<file path="src/urx_defines.svh">
// constants for the oversampling serial receive front end
// assumes: included by the package and by every design file that decodes phases
// Functional notes
// - sample line sixteen times per bit
// - hunt for start after enable, stop bit
// - start qualifies: low after three highs
// - phase held at 1 while hunting
// - after qualify, phase counts bit position
// - verify at 3,5,7; two highs reject
// - bit value is majority of 8,9,10
// - any disagreeing sample sets working noise
// - start bit always taken as zero
// - character moves to buffer, full flag set
// - noise flag appears with full flag
// - phase wraps 16 to 1 each bit
// - realign phase on verified falling edge
// - framing error injects highs at 14-16
// - all-zero framing error is break, no injection
// - overrun drops new character, keeps old
`ifndef URX_DEFINES_SVH
`define URX_DEFINES_SVH

// ****************************************************************
// oversample phases, numbered 1..16 within a bit time
// ****************************************************************
`define URX_PH_FIRST 5'h01
`define URX_PH_SECOND 5'h02
`define URX_PH_V3 5'h03
`define URX_PH_V5 5'h05
`define URX_PH_V7 5'h07
`define URX_PH_D8 5'h08
`define URX_PH_D9 5'h09
`define URX_PH_D10 5'h0a
`define URX_PH_INJ 5'h0e
`define URX_PH_LAST 5'h10
`define URX_EP_IDLE 5'h00

// ****************************************************************
// patterns, counts and bit positions
// ****************************************************************
`define URX_HIGH3 3'h7
`define URX_VOTE_ONE 2'h1
`define URX_VOTE_MAJ 2'h2
`define URX_BIT_START 4'h0
`define URX_BIT_STEP 4'h1
`define URX_NDATA8 4'h8
`define URX_NDATA9 4'h9
`define URX_DATA_W 9
`define URX_ENTRY_W 12

`endif

</file>
<file path="src/urx_pkg.sv">
// types and helpers used by the receive front end: state, buffered entry, sample count and majority vote
// assumes: urx_defines.svh on the include path
`include "urx_defines.svh"

package urx_pkg;

  typedef enum logic [1:0] {
    URX_HUNT,
    URX_FRAME,
    URX_STOPW
  } urx_state_t;

  typedef struct packed {
    logic brk;
    logic bad_stop;
    logic noisy;
    logic [`URX_DATA_W-1:0] data;
  } urx_entry_t;

  function automatic logic [1:0] urx_ones3(input logic [2:0] s);
    return {1'b0, s[0]} + {1'b0, s[1]} + {1'b0, s[2]};
  endfunction : urx_ones3

  function automatic logic urx_maj3(input logic [2:0] s);
    return urx_ones3(s) >= `URX_VOTE_MAJ;
  endfunction : urx_maj3

endpackage : urx_pkg

</file>
<file path="src/urx_stream_if.sv">
// valid/ready word channel between the front end and its buffer
// assumes: one clock, data stable while valid waits for ready
`timescale 1ns/100ps

interface urx_stream_if #(
  parameter int W = 12
);
  logic valid;
  logic ready;
  logic [W-1:0] data;

  modport prod (
    output valid,
    output data,
    input ready
  );

  modport cons (
    input valid,
    input data,
    output ready
  );
endinterface : urx_stream_if

</file>
<file path="src/urx_rx_buf.sv">
// small receive buffer: DEPTH words, valid/ready on both sides
// assumes: clk_sys domain, async active-low reset
`timescale 1ns/100ps

module urx_rx_buf #(
  parameter int W = 12,
  parameter int DEPTH = 2
) (
  input wire logic clk_sys,
  input wire logic resetn,
  urx_stream_if.cons wr,
  output logic out_valid,
  output logic [W-1:0] out_data,
  input wire logic out_ready
);
  localparam int PW = (DEPTH > 1) ? $clog2(DEPTH) : 1;
  localparam int CW = $clog2(DEPTH + 1);

  typedef struct packed {
    logic [DEPTH-1:0][W-1:0] mem;
    logic [PW-1:0] wp;
    logic [PW-1:0] rp;
    logic [CW-1:0] cnt;
  } urx_buf_st_t;

  urx_buf_st_t q;
  urx_buf_st_t d;
  logic do_wr;
  logic do_rd;

  function automatic logic [PW-1:0] urx_nxt(input logic [PW-1:0] p);
    return (p == PW'(DEPTH - 1)) ? '0 : p + 1'b1;
  endfunction : urx_nxt

  // full refuses the write; the producer turns that into an overrun
  assign wr.ready = (q.cnt != CW'(DEPTH));
  assign out_valid = (q.cnt != '0);
  assign out_data = q.mem[q.rp];
  assign do_wr = wr.valid && wr.ready;
  assign do_rd = out_valid && out_ready;

  always_comb begin
    d = q;
    if (do_wr) begin
      d.mem[q.wp] = wr.data;
      d.wp = urx_nxt(q.wp);
    end
    if (do_rd) begin
      d.rp = urx_nxt(q.rp);
    end
    d.cnt = q.cnt + CW'(do_wr) - CW'(do_rd);
  end

  always_ff @(posedge clk_sys or negedge resetn) begin
    if (!resetn) begin
      q <= '0;
    end else begin
      q <= d;
    end
  end
endmodule : urx_rx_buf

</file>
<file path="src/urx_rx_front.sv">
// serial receive front end: start search, majority sampling, resync,
// framing recovery, and a small buffer for completed characters
// assumes: sample_tick is a one-cycle pulse at sixteen times the baud
// rate from an outside divider; rx_serial is already synchronous
`timescale 1ns/100ps
`include "urx_defines.svh"

module urx_rx_front
  import urx_pkg::*;
#(
  parameter int BUF_DEPTH = 2
) (
  input wire logic clk_sys,
  input wire logic resetn,
  input wire logic rx_enable,
  input wire logic nine_bit_mode,
  input wire logic sample_tick,
  input wire logic rx_serial,
  input wire logic rx_read,
  output logic receive_full_flag,
  output logic [`URX_DATA_W-1:0] receive_data_buffer,
  output logic noise_flag,
  output logic framing_error_flag,
  output logic break_flag,
  output logic overrun_pulse,
  output logic rx_busy
);

  // ****************************************************************
  // state
  // ****************************************************************
  typedef struct packed {
    urx_state_t st;
    logic [4:0] ph;
    logic [3:0] bit_idx;
    logic [2:0] hist;
    logic [1:0] vs;
    logic [1:0] ds;
    logic voted;
    logic noise;
    logic [`URX_DATA_W-1:0] shreg;
    logic [4:0] ep;
    logic [1:0] evs;
    logic ovr;
  } urx_front_st_t;

  urx_front_st_t q;
  urx_front_st_t d;

  logic en_tick;
  logic [2:0] smp3;
  logic [2:0] edge3;
  logic [3:0] ndata;
  logic push_valid;
  logic push_ready;
  urx_entry_t push_entry;
  urx_entry_t head;
  logic bitv;
  logic noise_now;
  logic [`URX_DATA_W-1:0] char_data;
  logic realign;

  urx_stream_if #(.W(`URX_ENTRY_W)) push_if ();

  assign en_tick = rx_enable && sample_tick;
  assign smp3 = {q.ds, rx_serial};
  assign edge3 = {q.evs, rx_serial};
  assign ndata = nine_bit_mode ? `URX_NDATA9 : `URX_NDATA8;
  assign bitv = urx_maj3(smp3);
  assign char_data = nine_bit_mode ? q.shreg : {1'b0, q.shreg[`URX_DATA_W-1:1]};
  assign realign = (q.ep == `URX_PH_V7) && (urx_ones3(edge3) <= `URX_VOTE_ONE)
                   && !q.voted && (q.ph < `URX_PH_D10);

  // ****************************************************************
  // next state
  // ****************************************************************
  always_comb begin
    d = q;
    d.ovr = 1'b0;
    push_valid = 1'b0;
    push_entry = '0;
    noise_now = 1'b0;
    if (!rx_enable) begin
      // history cleared so a fresh enable needs three real highs
      d = '0;
      d.st = URX_HUNT;
      d.ph = `URX_PH_FIRST;
    end else if (sample_tick) begin
      d.hist = {q.hist[1:0], rx_serial};
      case (q.st)
        URX_HUNT: begin
          d.ph = `URX_PH_FIRST;
          if (q.hist == `URX_HIGH3 && !rx_serial) begin
            d.st = URX_FRAME;
            d.ph = `URX_PH_SECOND;
            d.bit_idx = `URX_BIT_START;
            d.noise = 1'b0;
            d.voted = 1'b0;
            d.vs = '0;
            d.ds = '0;
            d.ep = `URX_EP_IDLE;
          end
        end
        URX_FRAME: begin
          d.ph = q.ph + `URX_PH_FIRST;
          // start verification, start bit only
          if (q.bit_idx == `URX_BIT_START) begin
            if (q.ph == `URX_PH_V3) begin
              d.vs[0] = rx_serial;
            end
            if (q.ph == `URX_PH_V5) begin
              d.vs[1] = rx_serial;
            end
            if (q.ph == `URX_PH_V7) begin
              if (urx_ones3({q.vs, rx_serial}) >= `URX_VOTE_MAJ) begin
                d.st = URX_HUNT;
                d.ph = `URX_PH_FIRST;
              end else if (urx_ones3({q.vs, rx_serial}) == `URX_VOTE_ONE) begin
                d.noise = 1'b1;
              end
            end
          end
          // data samples in every bit time
          if (q.ph == `URX_PH_D8) begin
            d.ds[1] = rx_serial;
          end
          if (q.ph == `URX_PH_D9) begin
            d.ds[0] = rx_serial;
          end
          if (q.ph == `URX_PH_D10) begin
            noise_now = (smp3 != '0) && (smp3 != `URX_HIGH3);
            d.voted = 1'b1;
            if (q.bit_idx == `URX_BIT_START) begin
              // start forced to zero; a high vote only counts as noise
              noise_now = noise_now || bitv;
            end else if (q.bit_idx <= ndata) begin
              d.shreg = {bitv, q.shreg[`URX_DATA_W-1:1]};
            end
            d.noise = q.noise || noise_now;
            if (q.bit_idx == ndata + `URX_BIT_STEP) begin
              push_valid = 1'b1;
              push_entry.data = char_data;
              push_entry.noisy = q.noise || noise_now;
              push_entry.bad_stop = !bitv;
              push_entry.brk = !bitv && (char_data == '0);
              d.ovr = !push_ready;
              if (push_entry.bad_stop && !push_entry.brk) begin
                d.st = URX_STOPW;
              end else begin
                d.st = URX_HUNT;
                d.ph = `URX_PH_FIRST;
              end
            end
          end
          if (q.ph == `URX_PH_LAST) begin
            d.ph = `URX_PH_FIRST;
            d.bit_idx = q.bit_idx + `URX_BIT_STEP;
            d.voted = 1'b0;
          end
          // falling-edge tracker inside the frame, data bits onward
          if (q.ep == `URX_EP_IDLE) begin
            if (q.bit_idx != `URX_BIT_START && q.hist == `URX_HIGH3 && !rx_serial) begin
              d.ep = `URX_PH_SECOND;
              d.evs = '0;
            end
          end else begin
            d.ep = q.ep + `URX_PH_FIRST;
            if (q.ep == `URX_PH_V3) begin
              d.evs[1] = rx_serial;
            end
            if (q.ep == `URX_PH_V5) begin
              d.evs[0] = rx_serial;
            end
            if (q.ep == `URX_PH_V7) begin
              d.ep = `URX_EP_IDLE;
              // only before the vote, so no bit is shifted twice
              if (realign && d.st == URX_FRAME) begin
                d.ph = `URX_PH_D8;
                d.ds = '0;
              end
            end
          end
        end
        URX_STOPW: begin
          d.ph = q.ph + `URX_PH_FIRST;
          if (q.ph >= `URX_PH_INJ) begin
            d.hist = {q.hist[1:0], 1'b1};
          end
          if (q.ph == `URX_PH_LAST) begin
            d.st = URX_HUNT;
            d.ph = `URX_PH_FIRST;
          end
        end
        default: begin
          d.st = URX_HUNT;
          d.ph = `URX_PH_FIRST;
        end
      endcase
    end
  end

  always_ff @(posedge clk_sys or negedge resetn) begin
    if (!resetn) begin
      q <= '0;
      q.ph <= `URX_PH_FIRST;
    end else begin
      q <= d;
    end
  end

  // ****************************************************************
  // receive buffer
  // ****************************************************************
  // a full buffer refuses the push; the character is dropped, not stalled,
  // because the serial line cannot be held back
  assign push_if.valid = push_valid;
  assign push_if.data = push_entry;
  assign push_ready = push_if.ready;

  urx_rx_buf #(
    .W(`URX_ENTRY_W),
    .DEPTH(BUF_DEPTH)
  ) u_buf (
    .clk_sys(clk_sys),
    .resetn(resetn),
    .wr(push_if),
    .out_valid(receive_full_flag),
    .out_data(head),
    .out_ready(rx_read)
  );

  assign receive_data_buffer = head.data;
  assign noise_flag = receive_full_flag && head.noisy;
  assign framing_error_flag = receive_full_flag && head.bad_stop;
  assign break_flag = receive_full_flag && head.brk;
  assign overrun_pulse = q.ovr;
  assign rx_busy = (q.st != URX_HUNT);
endmodule : urx_rx_front

</file>
<file path="config.mk">
export PLATFORM = sky130hd
export DESIGN_NAME = urx_rx_front
export DESIGN_NICKNAME = d
export VERILOG_FILES = /design/src/urx_pkg.sv /design/src/urx_stream_if.sv /design/src/urx_rx_buf.sv /design/src/urx_rx_front.sv
export VERILOG_INCLUDE_DIRS = /design/src /design/src/src
export SDC_FILE = /design/constraint.sdc
export NUM_CORES = 1
export LEC_CHECK = 0
export BUFFER_PORTS_ARGS = -buffer_cell sky130_fd_sc_hd__buf_2
export CAP_MARGIN = 20
export CORE_AREA = 2 2 115 106
export DETAILED_ROUTE_END_ITERATION = 8
export DIE_AREA = 0 0 117 108
export PLACE_DENSITY = 0.51
export SYNTH_ARGS = -nofsm -noshare
export SYNTH_HDL_FRONTEND = slang
export SYNTH_HIERARCHICAL = 1
export SYNTH_SLANG_ARGS = --single-unit
</file>
<file path="constraint.sdc">
create_clock -name clk_sys -period 2.7 [get_ports clk_sys]
set_input_delay 0.54 -clock clk_sys [delete_from_list [all_inputs] [get_ports clk_sys]]
set_output_delay 0.54 -clock clk_sys [all_outputs]
set_load 0.1 [all_outputs]
</file>
Word-level counts from Yosys, hierarchy flattened --
Index checks and enable logic that the tools add are counted.
Cells by class: $lt $le $gt $ge 9, $add $sub $neg 14, muxes and demuxes 75, reductions and logical operators 42, equal/unequal tests 39
Operators by type and width (count):
- $mux W12 | 8
- $mux W7 | 11
- $mux W37 | 2
- $mux W9 | 5
- $mux W5 | 6
- $mux W1 | 28
- $bwmux W24 | 1
- $ne A4 B4 Y1 const B | 6
- $mux W11 | 2
- $ne A3 B3 Y1 const B | 7
- $pmux W7 S3 | 1
- $eq A5 B3 Y1 const B | 4
- $reduce_and A4 Y1 | 5
- $logic_and A1 B1 Y1 | 16
- $eq A5 B4 Y1 const B | 3
- $reduce_and A5 Y1 | 3
- $demux W12 S1 | 1
- $pmux W6 S2 | 1
- $add A5 B1 Y5 const B | 2
- $eq A5 B2 Y1 const B | 2
- $mux W2 | 5
- $pmux W5 S2 | 1
- $logic_not A9 Y1 | 1
- $ne A3 B1 Y1 const B | 3
- other kinds (33) | 55
Storage, ports and cells: flip-flop bits (word level) 65, logic and storage cells 198, input port bits 7, output and inout bits 15

Logic depth before layout (Yosys ltp) --
depth after elaboration 21, gate-level depth with buffers 12, depth with buffers taken out 11

Modules after synthesis --
Netlist, hierarchy kept.
Modules (own cells, without submodules):
- urx_rx_front | cells an instance 284, times used 1, sequential area each 927.1 um^2, area each 2560.0 um^2
- urx_rx_buf | cells an instance 87, times used 1, sequential area each 700.7 um^2, area each 1330.0 um^2

Worst setup path before layout --
No wires, ideal clock.
kind input to register, start point input nine_bit_mode, end point register u_buf/q[10] (netlist name), required time 2575 ps, library setup time 125 ps, arrival 2339 ps, setup slack 236 ps, buffers on the path 2, stages 10, cells stage by stage ha_1 -> nor2_1 -> and4_2 -> clkbuf_4 -> nand2_1 -> inv_1 -> inv_2 -> nor3_4 -> buf_12 -> mux2_4
On the way: word-level cells in the longest chain between the ends 9, elaborated cells between the ends (all ways) 16, those cells by class 1 x add/sub; 1 x eq/ne; 13 x mux; 1 x reduce/logical
Ends and longest elaborated chain:
- start: declaration | line urx_rx_front.sv:16 | input wire logic nine_bit_mode,
- $mux W1 (no source line)
- $add A4 B1 Y4 (no source line)
- $eq A4 B4 Y1 (no source line)
- $mux W1 | line urx_rx_front.sv:140 | if (q.bit_idx == ndata + `URX_BIT_STEP) begin
- $mux W1 | line urx_rx_front.sv:130 | if (q.ph == `URX_PH_D10) begin
- $mux W1 | line urx_rx_front.sv:90 | case (q.st)
- $mux W1 | line urx_rx_front.sv:88 | end else if (sample_tick) begin
- $mux W1 | line urx_rx_front.sv:83 | if (!rx_enable) begin
- net push_if.valid | line urx_stream_if.sv:8 | logic valid;
- $logic_and A1 B1 Y1 | line urx_rx_buf.sv:39 | assign do_wr = wr.valid && wr.ready;
- end signal: assignment | line urx_rx_buf.sv:56 | q <= '0;
- end signal: assignment | line urx_rx_buf.sv:58 | q <= d;
- end: declaration | line urx_rx_buf.sv:26 | urx_buf_st_t q;
The timed path passes the listed nets, and every way through them passes these cells. A chain may end at the register's enable or synchronous reset.

==> summary.md <==
The run gives 0.33 ns as the clock latency at the later pin of the worst-skew pair. The slew of the pin with the lowest slew margin was 0.615 ns. Synthesis instantiated 64 different standard cells from the library. The number of setup buffers added after CTS is 0. The relative slew slack was 0.587; the number of cells on the worst reg-to-reg path was 9.

Setup repair after global routing left no endpoint under its margin. CTS placed an instance of sky130_fd_sc_hd__clkbuf_16 at the clock tree root. The run gives 0.800 as the global placer's final weighted congestion.

The run gives 0 ns as the setup TNS. Number of setup violations in the final report: 0. The via density per instance was 5.23. The type of element capturing the critical path is a flip-flop. The fraction of synthesis flops using an asynchronous set or reset pin was 1.00. The run finished with clean final reports.

The first routing iteration left 173 violations. The tools report the sequential share of the synthesized area as 0.418. The number of nets at the end of the flow is 424. The tools report the number of antenna cells inserted as 0. Dividing the detail-routed wire length by the instance count gives 15.8 um. STA classifies the critical path startpoint as a flip-flop.

Final critical-path share of the clock period: 0.864. After synthesis, the mean cell area works out to 10.5 sq um. The register clock-pin slew on the reported worst setup and hold paths is 0.06 ns, and the stage delay of the slowest cell on the critical path is 0.60 ns.

Detailed placement ended at an HPWL of 6350 um. Static timing analysis puts the maximum clock frequency at 429 MHz. For the final database, setup skew stands at 0.00892 ns. The tightest hold path in the finished design has a slack of 0.217 ns.

For this block, the routed nets add up to 8940 um of wire. The Yosys warning count came out at 6. Summed over all layers, the global routing overflow is 0. The tightest min-delay check is of the input pin to asynchronous set/reset pin type. The fraction of layout instances using a drive strength above 1 is 0.284, and the number of pins exceeding their max-slew limit in the final report is 0.

The clock net in this run drives a total of 65 sinks. By area the synthesized netlist is led by sky130_fd_sc_hd__dfrtp_1, sky130_fd_sc_hd__mux2_2, sky130_fd_sc_hd__ha_1. The library cell with the highest instance count after synthesis was sky130_fd_sc_hd__dfrtp_1. The number of antenna violations at the first check in global routing was 0.

No sink is reached through more buffers than the 2 on the longest clock path. The first TritonRoute pass finished after 4 iterations. The final number of hold-violating endpoints was 0. The clock tree synthesis step divided the H-tree into 3 levels. The floorplan step defined a die boundary enclosing 12600 sq um. For the worst ir drop on vdd, the log shows 0.000272 V. TritonCTS built the clock tree. Number of flops mapped to enable cells by yosys: 0.

The initial cell density of the core was 0.343. The run gives 2.92 ns as the required time at the worst-slack endpoint. Counting instances in the post-synthesis netlist gives the leading cell types as sky130_fd_sc_hd__dfrtp_1, sky130_fd_sc_hd__mux2_2, sky130_fd_sc_hd__nor2_1. The clock period could shrink to 2.33 ns. The setup path with the least slack is of type flip-flop to flip-flop. Max-cap violations in this run came to 0. The number of gates given a new drive strength after cts was 0; the cell leakage power was 0.00214 uW. For this design the top-level I/O count stands at 22. Measured along the x axis, the die boundary spans 117 um. STA puts the critical path data arrival time at 2.55 ns. The count of buffer and inverter cells on the critical path works out to 3. For the first-pass GRT wire length, the log shows 15600 um. The number of hold buffers added after CTS was 0.

The number of global-route vias before repair was 3044. The signal on the critical path passes through inv_1 -> ha_1 -> and4bb_4 -> and4_2 -> nand2_1 -> inv_1 -> buf_4 -> nand3_2 -> mux2_2. The depth of the critical timing path with buffers and inverters included was 9; the via count of the routed design was 2951.

In this run the remaining antenna-violating nets after routing total 0. Row generation in the floorplan step produced 37 rows. The cell count after synthesis was 371; the total of flip-flops plus latches after synthesis was 65. The tools report the aggregate global-route resource usage as 0.160.

Prevailing post-synth register cell: sky130_fd_sc_hd__dfrtp_1. In this run, CTS created clock tree buffers numbering 9. In this run the tool buffered the top-level ports with 21 buffer cells. Synthesis produced a netlist with a net count of 392. Most frequent cell on the critical path: sky130_fd_sc_hd__inv_1. Highest net fanout along the worst path: 12. Among cell families on the critical path, the largest total delay comes from simple AND/OR/NAND/NOR gates. The y dimension of the die was 108 um. In this run the cell area of the synthesized design comes to 3890 sq um.

The cell type contributing the most total cell area after synthesis is sky130_fd_sc_hd__dfrtp_1. The portion of synthesized cell area occupied by the leading cell type is 0.412, and the area overhead of the layout relative to synthesis is 17.0%. Entering global routing, the biggest net connects 66 pins.

The remaining design rule violation count is 0. Power density over the cells: 509 nW/um^2. The filler cells instantiated in the layout total 1134. The worst-path cell with the longest stage delay is sky130_fd_sc_hd__dfstp_2.

In this run the standard cell core region covers 11300 sq um.
-- area by class of cell --
| cell class | count | area [sq um] | area share |
|---|---|---|---|
| multi-input combinational | 275 | 2090 | 0.459 |
| timing repair buffer | 40 | 273 | 0.0599 |
| tap | 156 | 195 | 0.0429 |
| sequential | 65 | 1630 | 0.358 |
| clock buffer | 10 | 229 | 0.0503 |
| clock inverter | 6 | 92.6 | 0.0203 |
| inverter | 12 | 45.0 | 0.00990 |
-- final timing paths --
kind	to	from	slack (ns)
worst min register to register	u_buf/q[20]$_DFFE_PN0P_	u_buf/q[20]$_DFFE_PN0P_	0.50
max in group asynchronous	q[30]$_DFFE_PN1P_	resetn	2.18
worst max-delay path	u_buf/q[23]$_DFFE_PN0P_	q[30]$_DFFE_PN1P_	0.37
min in group clk_sys	u_buf/q[20]$_DFFE_PN0P_	u_buf/q[20]$_DFFE_PN0P_	0.50
worst min-delay path	q[22]$_DFFE_PN0P_	resetn	0.22
worst max register to register	u_buf/q[23]$_DFFE_PN0P_	q[30]$_DFFE_PN1P_	0.37
-- per-layer routing --
| metal | global-route usage | part of all wire |
|---|---|---|
| met5 | 0 | 0 |
| met4 | 0.0790 | 0.020 |
| met3 | 0.0191 | 0.040 |
| met2 | 0.234 | 0.45 |
| met1 | 0.235 | 0.49 |
-- where the power goes --
part | switching (uW) | internal, uW | total, uW
Sequential | 1.38 | 977 | 978
Clock | 448 | 811 | 1260
Combinational | 52.9 | 24.4 | 77.3
-- cell usage in the layout, fill, tap and decap left out, types with 5 or more instances in the layout --
cell type                   netlist  layout
sky130_fd_sc_hd__nand3_1         12      12
sky130_fd_sc_hd__mux2_2          33      33
sky130_fd_sc_hd__nor2_1          31      31
sky130_fd_sc_hd__clkbuf_16        0       9
sky130_fd_sc_hd__and2_1           5       5
sky130_fd_sc_hd__mux2_4           9       9
sky130_fd_sc_hd__a22o_1          12      12
sky130_fd_sc_hd__a21oi_1         13      13
sky130_fd_sc_hd__buf_2            1      21
sky130_fd_sc_hd__o31ai_1          6       6
sky130_fd_sc_hd__nand4_1          5       5
sky130_fd_sc_hd__nor3_1           8       8
sky130_fd_sc_hd__o21ai_0         20      20
sky130_fd_sc_hd__dfrtp_1         64      64
sky130_fd_sc_hd__inv_1           10      10
sky130_fd_sc_hd__nand2_1         23      23
sky130_fd_sc_hd__buf_4            1      17
sky130_fd_sc_hd__ha_1            13      13
sky130_fd_sc_hd__mux2i_1          9       9
sky130_fd_sc_hd__nor2b_1          6       6
-- metrics by stage --
step                      total power, uW  instance area, sq um  std cells  worst slack, ns   util
after floorplan                      1030                  3890        371            0.236      -
after global placement               1070                  4230        548            0.338  0.373
after detailed placement             1070                  4230        548            0.324  0.373
after CTS                            2360                  4550        564            0.355  0.401
after global routing                 2400                  4550        564            0.217  0.401
final                                2310                  4550        564            0.368  0.401
-- registers in the layout (all words and copies together) (netlist names) --
signal and count:
edge3 2, q 34, overrun_pulse 1, u_buf/q 28
-- cells by family after synthesis --
logic type / share of synthesized area
flip-flops: 0.418
buffers and inverters: 0.0447
XOR/XNOR: 0.00901
adder cells (fa/ha/maj): 0.0470
AND/OR/NAND/NOR: 0.187
multiplexers: 0.156
AO/OA/AOI/OAI: 0.138
-- worst register-to-register path, delay by kind of cell (launching register included) --
family                   cells  cell delay (ns)
buffers and inverters        3             0.29
adder cells (fa/ha/maj)      1             0.21
flip-flops                   1             0.60
AND/OR/NAND/NOR              4             0.73
multiplexers                 1             0.38
No activity file was read; power rests on OpenSTA's default activity.
